`src/shared/debug_link_pkg.sv`:
```
package debug_link_pkg;

  // ------------------------------------------------------------
  // Register map (APB byte addresses)
  // ------------------------------------------------------------
  localparam logic [7:0] OFS_CTRL = 8'h00;
  localparam logic [7:0] OFS_STATUS = 8'h04;
  localparam logic [7:0] OFS_RUNTIME = 8'h08;
  localparam logic [7:0] OFS_BAUD = 8'h0C;
  localparam logic [7:0] OFS_RXDATA = 8'h10;
  localparam logic [7:0] OFS_TXDATA = 8'h14;

  // ------------------------------------------------------------
  // Field positions and reset values
  // ------------------------------------------------------------
  localparam int CTRL_DBG_MODE_BIT = 7;
  localparam int CTRL_BP_EN_BIT = 5;
  localparam logic [7:0] CTRL_RST = 8'h00;
  localparam int ST_LOCKED_BIT = 0;
  localparam int ST_RX_VALID_BIT = 1;
  localparam int ST_TX_BUSY_BIT = 2;
  localparam int ST_BRK_BIT = 3;
  localparam int ST_FRAME_BIT = 4;
  localparam int ST_COLL_BIT = 5;
  localparam int ST_DBG_MODE_BIT = 6;
  localparam logic [15:0] RUNTIME_RST = 16'h0000;
  localparam logic [15:0] RUNTIME_MAX = 16'hFFFF;

  // ------------------------------------------------------------
  // Link timing, in system clocks or bit times
  // ------------------------------------------------------------
  localparam int PERIOD_W = 10;
  localparam int CNT_W = 14;
  localparam logic [PERIOD_W-1:0] PERIOD_MIN = 10'h004;
  localparam logic [PERIOD_W-1:0] PERIOD_MAX = 10'h200;
  localparam logic [PERIOD_W-1:0] PERIOD_RST = 10'h200;
  localparam logic [CNT_W-1:0] AUTOBAUD_LOW_BITS = 14'h0008;
  localparam logic [CNT_W-1:0] BREAK_BITS = 14'h0009;
  localparam logic [CNT_W-1:0] UNLOCKED_BREAK_CYC = 14'h1200;
  localparam logic [5:0] STOP_IDX = 6'h09;
  localparam logic [5:0] BREAK_OUT_BITS = 6'h2A;
  localparam logic [7:0] AUTOBAUD_CHAR = 8'h80;
  localparam logic [7:0] BREAKPOINT_OPCODE = 8'h00;

  typedef enum logic [2:0] {
    L_UNLOCKED = 3'b000,
    L_MEASURE = 3'b001,
    L_IDLE = 3'b010,
    L_RX = 3'b011,
    L_TX = 3'b100,
    L_BRK_OUT = 3'b101,
    L_WAIT_HIGH = 3'b110
  } link_state_t;

endpackage

```
`src/hw/single_pin_debug_link.sv`:
```
// The implementer's own choices: register access over APB and the register offsets.
`timescale 1ns/1ps
//
// Behaviour
// - Pin is open-drain half-duplex; never transmit while receiving.
// - Character: low start, eight data bits LSB first, 1.5 stop bits.
// - Idle after reset until 0x80 arrives; its eight-bit low sets rate.
// - Rate logic on system clock; periods up to 512 clocks supported.
// - Nine or more low bit times reset auto-baud; host resends 0x80.
// - Detect received break, low stop bit and transmit collision.
// - On error abort command, send four-character break, reset auto-baud.
// - Received break keeps control register and debug mode untouched.
// - Link held in reset during break until pin returns high.
// - Debug mode stops instruction fetch; clocks and peripherals keep running.
// - Debug entry leaves halt; watchdog refreshed while enabled in debug.
// - Breakpoint opcode with breakpoints enabled enters debug mode.
// - Breakpoints disabled: signal ignored, opcode runs as no-operation.
// - Pin low in last reset cycle enters debug mode after reset.
// - Debug mode left on flag write of 0 or any system reset.
// - Pin low in stop mode requests full system reset.
// - 16-bit runtime counter runs outside debug mode, saturates at 0xFFFF.
// - Runtime counter counts up from 0x0000.
// - Debug-mode flag is bit 7 of the debug control register.
module single_pin_debug_link
  import debug_link_pkg::*;
(
  input wire logic clk_sys,          // 125 MHz system clock
  input wire logic reset,            // Synchronous system reset, active high
  input wire logic psel,             // APB select
  input wire logic penable,          // APB enable
  input wire logic pwrite,           // APB direction
  input wire logic [7:0] paddr,      // APB byte address
  input wire logic [31:0] pwdata,    // APB write data
  output logic [31:0] prdata,        // APB read data
  output logic pready,               // APB ready
  output logic pslverr,              // APB error, unmapped address
  input wire logic debug_serial_pin_in, // Pin level seen at the pad
  output logic debug_serial_pin_out, // Pin output value, always low
  output logic debug_serial_pin_oe,  // High while pulling the pin low
  input wire logic brk_decoded,      // CPU decoded the breakpoint opcode
  input wire logic stop_mode,        // Device is in stop mode
  input wire logic wdt_enabled,      // Watchdog timer enabled
  output logic fetch_stop,           // Idle the CPU fetch unit
  output logic brk_as_nop,           // Breakpoint opcode runs as no-op
  output logic halt_exit,            // Pulse: leave halt mode
  output logic wdt_refresh,          // Watchdog refresh level
  output logic sys_reset_req,        // Request full system reset
  output logic cmd_abort             // Pulse: abort command in progress
);

  // ------------------------------------------------------------
  // Pin input and link state
  // ------------------------------------------------------------
  logic pin_level;
  link_state_t state;
  logic [CNT_W-1:0] timer;
  logic [5:0] bitn;
  logic [PERIOD_W-1:0] bit_period;
  logic [7:0] rx_shift;
  logic [7:0] tx_shift;
  logic [7:0] rx_data;
  logic [7:0] tx_hold;
  logic tx_req;
  logic drive_low;
  logic [CNT_W-1:0] low_run;
  logic err_brk;
  logic err_frame;
  logic err_coll;
  logic rx_done;

  pin_sync u_pin_sync (
    .clk_sys(clk_sys),
    .pin_in(debug_serial_pin_in),
    .level(pin_level)
  );

  assign debug_serial_pin_out = 1'b0;
  assign debug_serial_pin_oe = drive_low;

  logic [CNT_W-1:0] period_w;
  logic [CNT_W-1:0] half_w;
  logic [CNT_W-1:0] brk_limit;
  logic tick;
  logic brk_now;
  logic frame_now;
  logic coll_now;
  logic go_error;

  assign period_w = CNT_W'(bit_period);
  assign half_w = CNT_W'(bit_period >> 1);
  assign brk_limit = CNT_W'(period_w * BREAK_BITS);
  assign tick = (timer == '0);

  // Own drive is excluded, so sending 0x00 never looks like a break
  assign brk_now = ((state == L_IDLE) || (state == L_RX) || (state == L_TX))
                   && !drive_low && (low_run >= brk_limit);
  assign frame_now = (state == L_RX) && tick && (bitn == STOP_IDX)
                     && !pin_level;
  // Checked at end of bit so the synchroniser lag cannot fake a clash
  assign coll_now = (state == L_TX) && tick && !drive_low && !pin_level;
  assign go_error = brk_now || frame_now || coll_now;

  // ------------------------------------------------------------
  // Low-run counter for break detection
  // ------------------------------------------------------------
  always_ff @(posedge clk_sys) begin
    if (reset || pin_level || drive_low) begin
      low_run <= '0;
    end else if (low_run != {CNT_W{1'b1}}) begin
      low_run <= low_run + 1'b1;
    end
  end

  // ------------------------------------------------------------
  // Link state machine: auto-baud, receiver, transmitter, break
  // ------------------------------------------------------------
  always_ff @(posedge clk_sys) begin
    err_brk <= 1'b0;
    err_frame <= 1'b0;
    err_coll <= 1'b0;
    rx_done <= 1'b0;
    if (reset) begin
      state <= L_UNLOCKED;
      timer <= '0;
      bitn <= '0;
      bit_period <= PERIOD_RST;
      rx_shift <= 8'h00;
      tx_shift <= 8'h00;
      rx_data <= 8'h00;
      drive_low <= 1'b0;
    end else if (go_error) begin
      err_brk <= brk_now;
      err_frame <= frame_now;
      err_coll <= coll_now;
      state <= L_BRK_OUT;
      drive_low <= 1'b1;
      timer <= period_w - 1'b1;
      bitn <= '0;
    end else begin
      case (state)
        L_UNLOCKED: begin
          drive_low <= 1'b0;
          if (!pin_level) begin
            state <= L_MEASURE;
            timer <= CNT_W'(1);
          end
        end
        L_MEASURE: begin
          if (pin_level) begin
            // Low span of 0x80 is start plus seven zeros: eight bits
            if ((timer >> 3) >= CNT_W'(PERIOD_MIN)
                && (timer >> 3) <= CNT_W'(PERIOD_MAX)) begin
              bit_period <= PERIOD_W'(timer / AUTOBAUD_LOW_BITS);
              state <= L_IDLE;
            end else begin
              state <= L_UNLOCKED;
            end
          end else if (timer >= UNLOCKED_BREAK_CYC) begin
            // No rate yet: answer the break at the slowest rate
            bit_period <= PERIOD_MAX;
            err_brk <= 1'b1;
            state <= L_BRK_OUT;
            drive_low <= 1'b1;
            timer <= CNT_W'(PERIOD_MAX) - 1'b1;
            bitn <= '0;
          end else begin
            timer <= timer + 1'b1;
          end
        end
        L_IDLE: begin
          if (!pin_level) begin
            state <= L_RX;
            timer <= half_w - 1'b1;
            bitn <= '0;
          end else if (tx_req) begin
            state <= L_TX;
            drive_low <= 1'b1;
            tx_shift <= tx_hold;
            timer <= period_w - 1'b1;
            bitn <= '0;
          end
        end
        L_RX: begin
          if (!tick) begin
            timer <= timer - 1'b1;
          end else if (bitn == '0 && pin_level) begin
            state <= L_IDLE; // glitch, not a start bit
          end else if (bitn == STOP_IDX) begin
            rx_data <= rx_shift;
            rx_done <= 1'b1;
            state <= L_IDLE;
          end else begin
            if (bitn != '0) begin
              rx_shift <= {pin_level, rx_shift[7:1]};
            end
            bitn <= bitn + 1'b1;
            timer <= period_w - 1'b1;
          end
        end
        L_TX: begin
          if (!tick) begin
            timer <= timer - 1'b1;
          end else if (bitn == STOP_IDX) begin
            state <= L_IDLE;
          end else if (bitn == 6'h08) begin
            drive_low <= 1'b0;
            bitn <= STOP_IDX;
            timer <= period_w + half_w - 1'b1;
          end else begin
            drive_low <= ~tx_shift[0];
            tx_shift <= tx_shift >> 1;
            bitn <= bitn + 1'b1;
            timer <= period_w - 1'b1;
          end
        end
        L_BRK_OUT: begin
          if (!tick) begin
            timer <= timer - 1'b1;
          end else if (bitn == BREAK_OUT_BITS - 1'b1) begin
            drive_low <= 1'b0;
            state <= L_WAIT_HIGH;
          end else begin
            bitn <= bitn + 1'b1;
            timer <= period_w - 1'b1;
          end
        end
        L_WAIT_HIGH: begin
          // Held here while the host still holds the line low
          if (pin_level) begin
            bit_period <= PERIOD_RST;
            state <= L_UNLOCKED;
          end
        end
        default: begin
          state <= L_UNLOCKED;
          drive_low <= 1'b0;
        end
      endcase
    end
  end

  // ------------------------------------------------------------
  // APB slave
  // ------------------------------------------------------------
  logic wr_en;
  logic rd_en;
  logic addr_ok;
  logic [7:0] ctrl;
  logic rx_valid;
  logic st_brk;
  logic st_frame;
  logic st_coll;
  logic [15:0] runtime;
  logic debug_mode_flag;
  logic [31:0] rd_mux;

  assign addr_ok = (paddr == OFS_CTRL) || (paddr == OFS_STATUS)
                   || (paddr == OFS_RUNTIME) || (paddr == OFS_BAUD)
                   || (paddr == OFS_RXDATA) || (paddr == OFS_TXDATA);
  assign pready = psel && penable;
  assign pslverr = psel && penable && !addr_ok;
  assign wr_en = psel && penable && pwrite;
  assign rd_en = psel && penable && !pwrite;

  always_comb begin
    rd_mux = 32'h0000_0000;
    case (paddr)
      OFS_CTRL: rd_mux[7:0] = {debug_mode_flag, ctrl[6:0]};
      OFS_STATUS: begin
        rd_mux[ST_LOCKED_BIT] = (state != L_UNLOCKED) && (state != L_MEASURE)
                                && (state != L_WAIT_HIGH);
        rd_mux[ST_RX_VALID_BIT] = rx_valid;
        rd_mux[ST_TX_BUSY_BIT] = tx_req || (state == L_TX);
        rd_mux[ST_BRK_BIT] = st_brk;
        rd_mux[ST_FRAME_BIT] = st_frame;
        rd_mux[ST_COLL_BIT] = st_coll;
        rd_mux[ST_DBG_MODE_BIT] = debug_mode_flag;
      end
      OFS_RUNTIME: rd_mux[15:0] = runtime;
      OFS_BAUD: rd_mux[PERIOD_W-1:0] = bit_period;
      OFS_RXDATA: rd_mux[7:0] = rx_data;
      default: rd_mux = 32'h0000_0000;
    endcase
  end

  // Read data captured in the setup phase, so it comes from a flop
  always_ff @(posedge clk_sys) begin
    if (reset) begin
      prdata <= 32'h0000_0000;
    end else if (psel && !penable) begin
      prdata <= pwrite ? 32'h0000_0000 : rd_mux;
    end
  end

  // Control bits other than the mode flag; a break never touches them
  always_ff @(posedge clk_sys) begin
    if (reset) begin
      ctrl <= CTRL_RST;
    end else if (wr_en && paddr == OFS_CTRL) begin
      ctrl <= pwdata[7:0];
    end
  end

  // Sticky status and receive flag: hardware set beats software clear
  always_ff @(posedge clk_sys) begin
    if (reset) begin
      rx_valid <= 1'b0;
      st_brk <= 1'b0;
      st_frame <= 1'b0;
      st_coll <= 1'b0;
    end else begin
      rx_valid <= rx_done || (rx_valid && !(rd_en && paddr == OFS_RXDATA) && !go_error);
      st_brk <= err_brk || (st_brk && !(wr_en && paddr == OFS_STATUS
                                         && pwdata[ST_BRK_BIT]));
      st_frame <= err_frame || (st_frame && !(wr_en && paddr == OFS_STATUS
                                               && pwdata[ST_FRAME_BIT]));
      st_coll <= err_coll || (st_coll && !(wr_en && paddr == OFS_STATUS
                                            && pwdata[ST_COLL_BIT]));
    end
  end

  // Transmit request; a locked-link error drops it with the command
  always_ff @(posedge clk_sys) begin
    if (reset) begin
      tx_req <= 1'b0;
      tx_hold <= 8'h00;
    end else if (go_error) begin
      tx_req <= 1'b0;
    end else if (wr_en && paddr == OFS_TXDATA && !tx_req) begin
      tx_req <= 1'b1;
      tx_hold <= pwdata[7:0];
    end else if (state == L_IDLE && pin_level && tx_req) begin
      tx_req <= 1'b0;
    end
  end

  always_ff @(posedge clk_sys) begin
    if (reset) begin
      cmd_abort <= 1'b0;
    end else begin
      // An unlocked break aborts too, although it bypasses the error path
      cmd_abort <= go_error || (state == L_MEASURE && !pin_level
                                && timer >= UNLOCKED_BREAK_CYC);
    end
  end

  // ------------------------------------------------------------
  // Debug controller
  // ------------------------------------------------------------
  logic strap_low;
  logic reset_d;
  logic mode_d;

  always_ff @(posedge clk_sys) begin
    reset_d <= reset;
    if (reset) begin
      strap_low <= ~pin_level; // last reset cycle wins
    end
  end

  // Any system reset clears the flag; link breaks do not reach here
  always_ff @(posedge clk_sys) begin
    if (reset) begin
      debug_mode_flag <= 1'b0;
    end else if (reset_d && strap_low) begin
      debug_mode_flag <= 1'b1;
    end else if (brk_decoded && ctrl[CTRL_BP_EN_BIT]) begin
      debug_mode_flag <= 1'b1;
    end else if (wr_en && paddr == OFS_CTRL) begin
      debug_mode_flag <= pwdata[CTRL_DBG_MODE_BIT];
    end
  end

  always_ff @(posedge clk_sys) begin
    if (reset) begin
      mode_d <= 1'b0;
      halt_exit <= 1'b0;
      wdt_refresh <= 1'b0;
      sys_reset_req <= 1'b0;
    end else begin
      mode_d <= debug_mode_flag;
      halt_exit <= debug_mode_flag && !mode_d;
      wdt_refresh <= debug_mode_flag && wdt_enabled;
      sys_reset_req <= stop_mode && !pin_level;
    end
  end

  // Clock and peripherals are not gated here; only fetch stops
  assign fetch_stop = debug_mode_flag;
  assign brk_as_nop = brk_decoded && !ctrl[CTRL_BP_EN_BIT];

  // ------------------------------------------------------------
  // Runtime counter
  // ------------------------------------------------------------
  always_ff @(posedge clk_sys) begin
    if (reset) begin
      runtime <= RUNTIME_RST;
    end else if (mode_d && !debug_mode_flag) begin
      runtime <= RUNTIME_RST;
    end else if (!debug_mode_flag && runtime != RUNTIME_MAX) begin
      runtime <= runtime + 1'b1;
    end
  end

endmodule

```
`src/hw/pin_sync.sv`:
```
`timescale 1ns/1ps
module pin_sync (
  input wire logic clk_sys, // System clock
  input wire logic pin_in,  // Raw pin level
  output logic level        // Filtered, synchronised level
);
  // No reset here: the level must be live during system reset so the
  // debug strap can be caught in the last reset cycle.
  logic s1;
  logic s2;
  logic s3;

  always_ff @(posedge clk_sys) begin
    s1 <= pin_in;
    s2 <= s1;
    s3 <= s2;
  end

  // A change counts only once the second and third stages agree
  always_ff @(posedge clk_sys) begin
    if (s2 == s3) begin
      level <= s3;
    end
  end
endmodule

```
`config.mk`:
```
export PLATFORM = sky130hd
export DESIGN_NAME = single_pin_debug_link
export DESIGN_NICKNAME = d
export VERILOG_FILES = /design/src/shared/debug_link_pkg.sv /design/src/hw/single_pin_debug_link.sv /design/src/hw/pin_sync.sv
export SDC_FILE = /design/constraint.sdc
export NUM_CORES = 1
export LEC_CHECK = 0
export ABC_AREA = 1
export BUFFER_PORTS_ARGS = -buffer_cell sky130_fd_sc_hd__buf_2
export CORE_MARGIN = 5
export CORE_UTILIZATION = 65
export DETAILED_ROUTE_END_ITERATION = 10
export PLACE_DENSITY_LB_ADDON = 0.05
export REMOVE_ABC_BUFFERS = 1
export SYNTH_ARGS = -nofsm -noshare
export SYNTH_HDL_FRONTEND = slang
export SYNTH_SLANG_ARGS = --single-unit
```
`constraint.sdc`:
```
create_clock -name clk_sys -period 5.7 [get_ports clk_sys]
set_input_delay 0.855 -clock clk_sys [delete_from_list [all_inputs] [get_ports clk_sys]]
set_output_delay 0.855 -clock clk_sys [all_outputs]
set_load 0.1 [all_outputs]
```
==> results.toml <==
[status]
status = "finished clean"

[final_layout]
multi_input_area_um2 = 5650
final_core_util_pct = 71.2
area_growth_pct = 8.98
finalNonFillerCells = 1666
nFillCells = 1273
antenna_cells = 0
seq_area_um2 = 2820
final_area_um2 = 10200
nets = 1577
drive_above_1_share_pct = 8.91

[sta]
setup_tns_ps = 0
rsz0062_at_grt = "no"
finalCriticalPeriod_ps = 4350
tightest_slew_ps = 1010
hold_violations = 0
post-route-period-util_pct = 76.2
slew_viol_final = 0
relSlewSlack_pct = 32.2
setup_viol = 0
max_freq_mhz = 230
final.setup_skew_ps = 14.0
whs_ps = 336
setup_slack_ps = 1350

[clock_network]
hold_buffers = 0
clk_path_buf_depth = 2
clock_latency_ps = 430
cts_sinks = 140
htreeDepth = 4
cts_setup_buffers = 0
cts_buffers = 17
cts_tree = "done"
cts-root-buf = "clkbuf_16"
clk_pin_slew_ps = 70
cts_resized = 0

[die]
rows = 44
dieHeight_um = 130
io_pins = 91
dieArea_um2 = 17000
initial_core_util_pct = 65.4
dieWidth_um = 130
core_area_um2 = 14400

[grt]
grt_overflow = 0
antenna_found_initial = 0
grt_usage_pct = 30.7
grt_max_degree = 52
grt_pass1_wl_um = 41800
grt_pass1_vias = 8545

[run]
maxCapViolCount = 0

[drt]
wl_per_cell_um = 15.4
vias = 9472
first_pass_iters = 6
drc = 0
drtIter0Drc = 817
drtAntennaViolNets = 0
vias_per_cell = 5.69
drt_wl_total_um = 25600

[worst_setup_path]
required_ps = 6070
worstPathArrival_ps = 4710
worstSetupPathType = "register to register"
path_cells = "ha_1 > ha_1 > inv_1 > fa_1 > o21ai_0 > a21oi_1 > o21bai_1 > nand2_1 > a21oi_1 > xor2_1 > ha_1 > nand2_1 > o21ai_0 > nor2_1 > nand2_1 > nand2_2 > nand3_2 > inv_2 > nand2_1 > o21bai_2 > nor2_1"
crit_path_end_kind = "register"
regToRegSetupSlack_ps = 1350
max_stage_delay_ps = 510
crit_buf_inv = 2
worstPathMaxFanout = 15
crit_slowest_cell = "dfxtp_1"
start_kind = "register"
crit_family = "compound AO/OA/AOI/OAI gates"
crit_top_cell = "nand2_1"

[synthesis]
ys.flop_type = "dfxtp_1"
yosys.cell_types.count = 55
synth_edf_count = 2
ys_warn_count = 0
synth_top_cell_by_area = "dfxtp_1"
ys_async_sr_fraction_pct = 0
synth_top_cell_area_share_pct = 29.4
syn_area_per_cell_um2 = 6.57
synthesis.area_um2 = 9390
yosysSeqAreaShare_pct = 30.0
yosys_register_bits = 140
synth_cells = 1429
yosys-top-cells-area = "dfxtp_1 (29%), nand2_1 (14%), ha_1 (7.5%)"

[placed_design]
portBuffers = 49
placed_area_um2 = 9660
place_ws_ps = 1430
gp_congestion = 0.964
hpwl_um = 19100
placedCellCount = 1634

[power]
total_power_mw = 5.13
leakagePower_nw = 4.64
peakVddDrop_mv = 0.353
power_density_nw_per_um2 = 501

[worst_hold_path]
min_path_type = "register to register"
==> cells in the mapped netlist, drive strengths merged, types with 5 or more instances <==
cell	number
xor2	30
clkbuf	13
clkinv	6
nand3	80
a211oi	14
ha	56
nand2	347
nor2	193
or2	5
nor4	7
nor3b	5
nand4	21
dfxtp	138
a21oi	106
inv	178
xnor2	7
o22ai	10
buf	34
o21ai	107
o21bai	5
o211ai	5
nor3	34
==> sequential cells by signal, indices dropped and copies added (netlist names), 3 cells and up <==
name and flops:
state 3, low_run 14, ctrl 7, tx_shift 8, tx_hold 8, bit_period 10, runtime 16, prdata 16
rx_data 8, timer 14, rx_shift 8, bitn 6
==> metal layers <==
layer  global-route usage (%)  vias to the layer above  wire length [um]
met5                        0                        -                 0
met4                     11.4                        0               660
met3                     6.59                       58              1950
met2                     48.8                      361             11800
met1                     40.9                     4333             11200
li1                         -                     4720                 -
==> kinds of logic after synthesis <==
logic type | after synthesis | synth area share (%)
compound gates | 263 | 15.5
xor+xnor | 37 | 3.45
fa+ha+maj | 59 | 8.10
buf+inv | 231 | 10.4
flops | 140 | 30.0
other cells | 1 | 0.0399
simple gates | 698 | 32.4
==> power breakdown <==
| part | internal [mW] | total, mW | leakage (nW) | switching [mW] |
|---|---|---|---|---|
| clock | 0.615 | 1.10 | 0.276 | 0.484 |
| combinational | 0.888 | 2.80 | 3.23 | 1.91 |
| sequential | 1.08 | 1.23 | 1.14 | 0.153 |
==> final timing paths <==
check	startpoint	to	cells past startpoint
worst max-delay path	bit_period[0]	bitn[2]	21
worst min-delay path	u_pin_sync.s1	u_pin_sync.s2	0
worst min register to register	u_pin_sync.s1	u_pin_sync.s2	0
worst max register to register	bit_period[0]	bitn[2]	21
==> cell usage in the layout, fill, tap and decap left out, types with 20 or more instances in the layout <==
master,count
dfxtp_1,138
inv_1,168
nand3_1,73
nand4_1,20
nor2_1,181
buf_2,49
o21ai_0,102
nand2_1,338
ha_1,56
xor2_1,30
a21oi_1,105
nor3_1,32
==> layout make-up <==
cell class / count / area share [%]
tap: 184 / 2.25
timing repair buffer: 52 / 2.62
multi-input combinational: 1074 / 55.2
sequential: 140 / 27.6
inverter: 184 / 6.75
clock buffer: 17 / 4.16
clock inverter: 15 / 1.47
(Power assumes the default switching activity.)
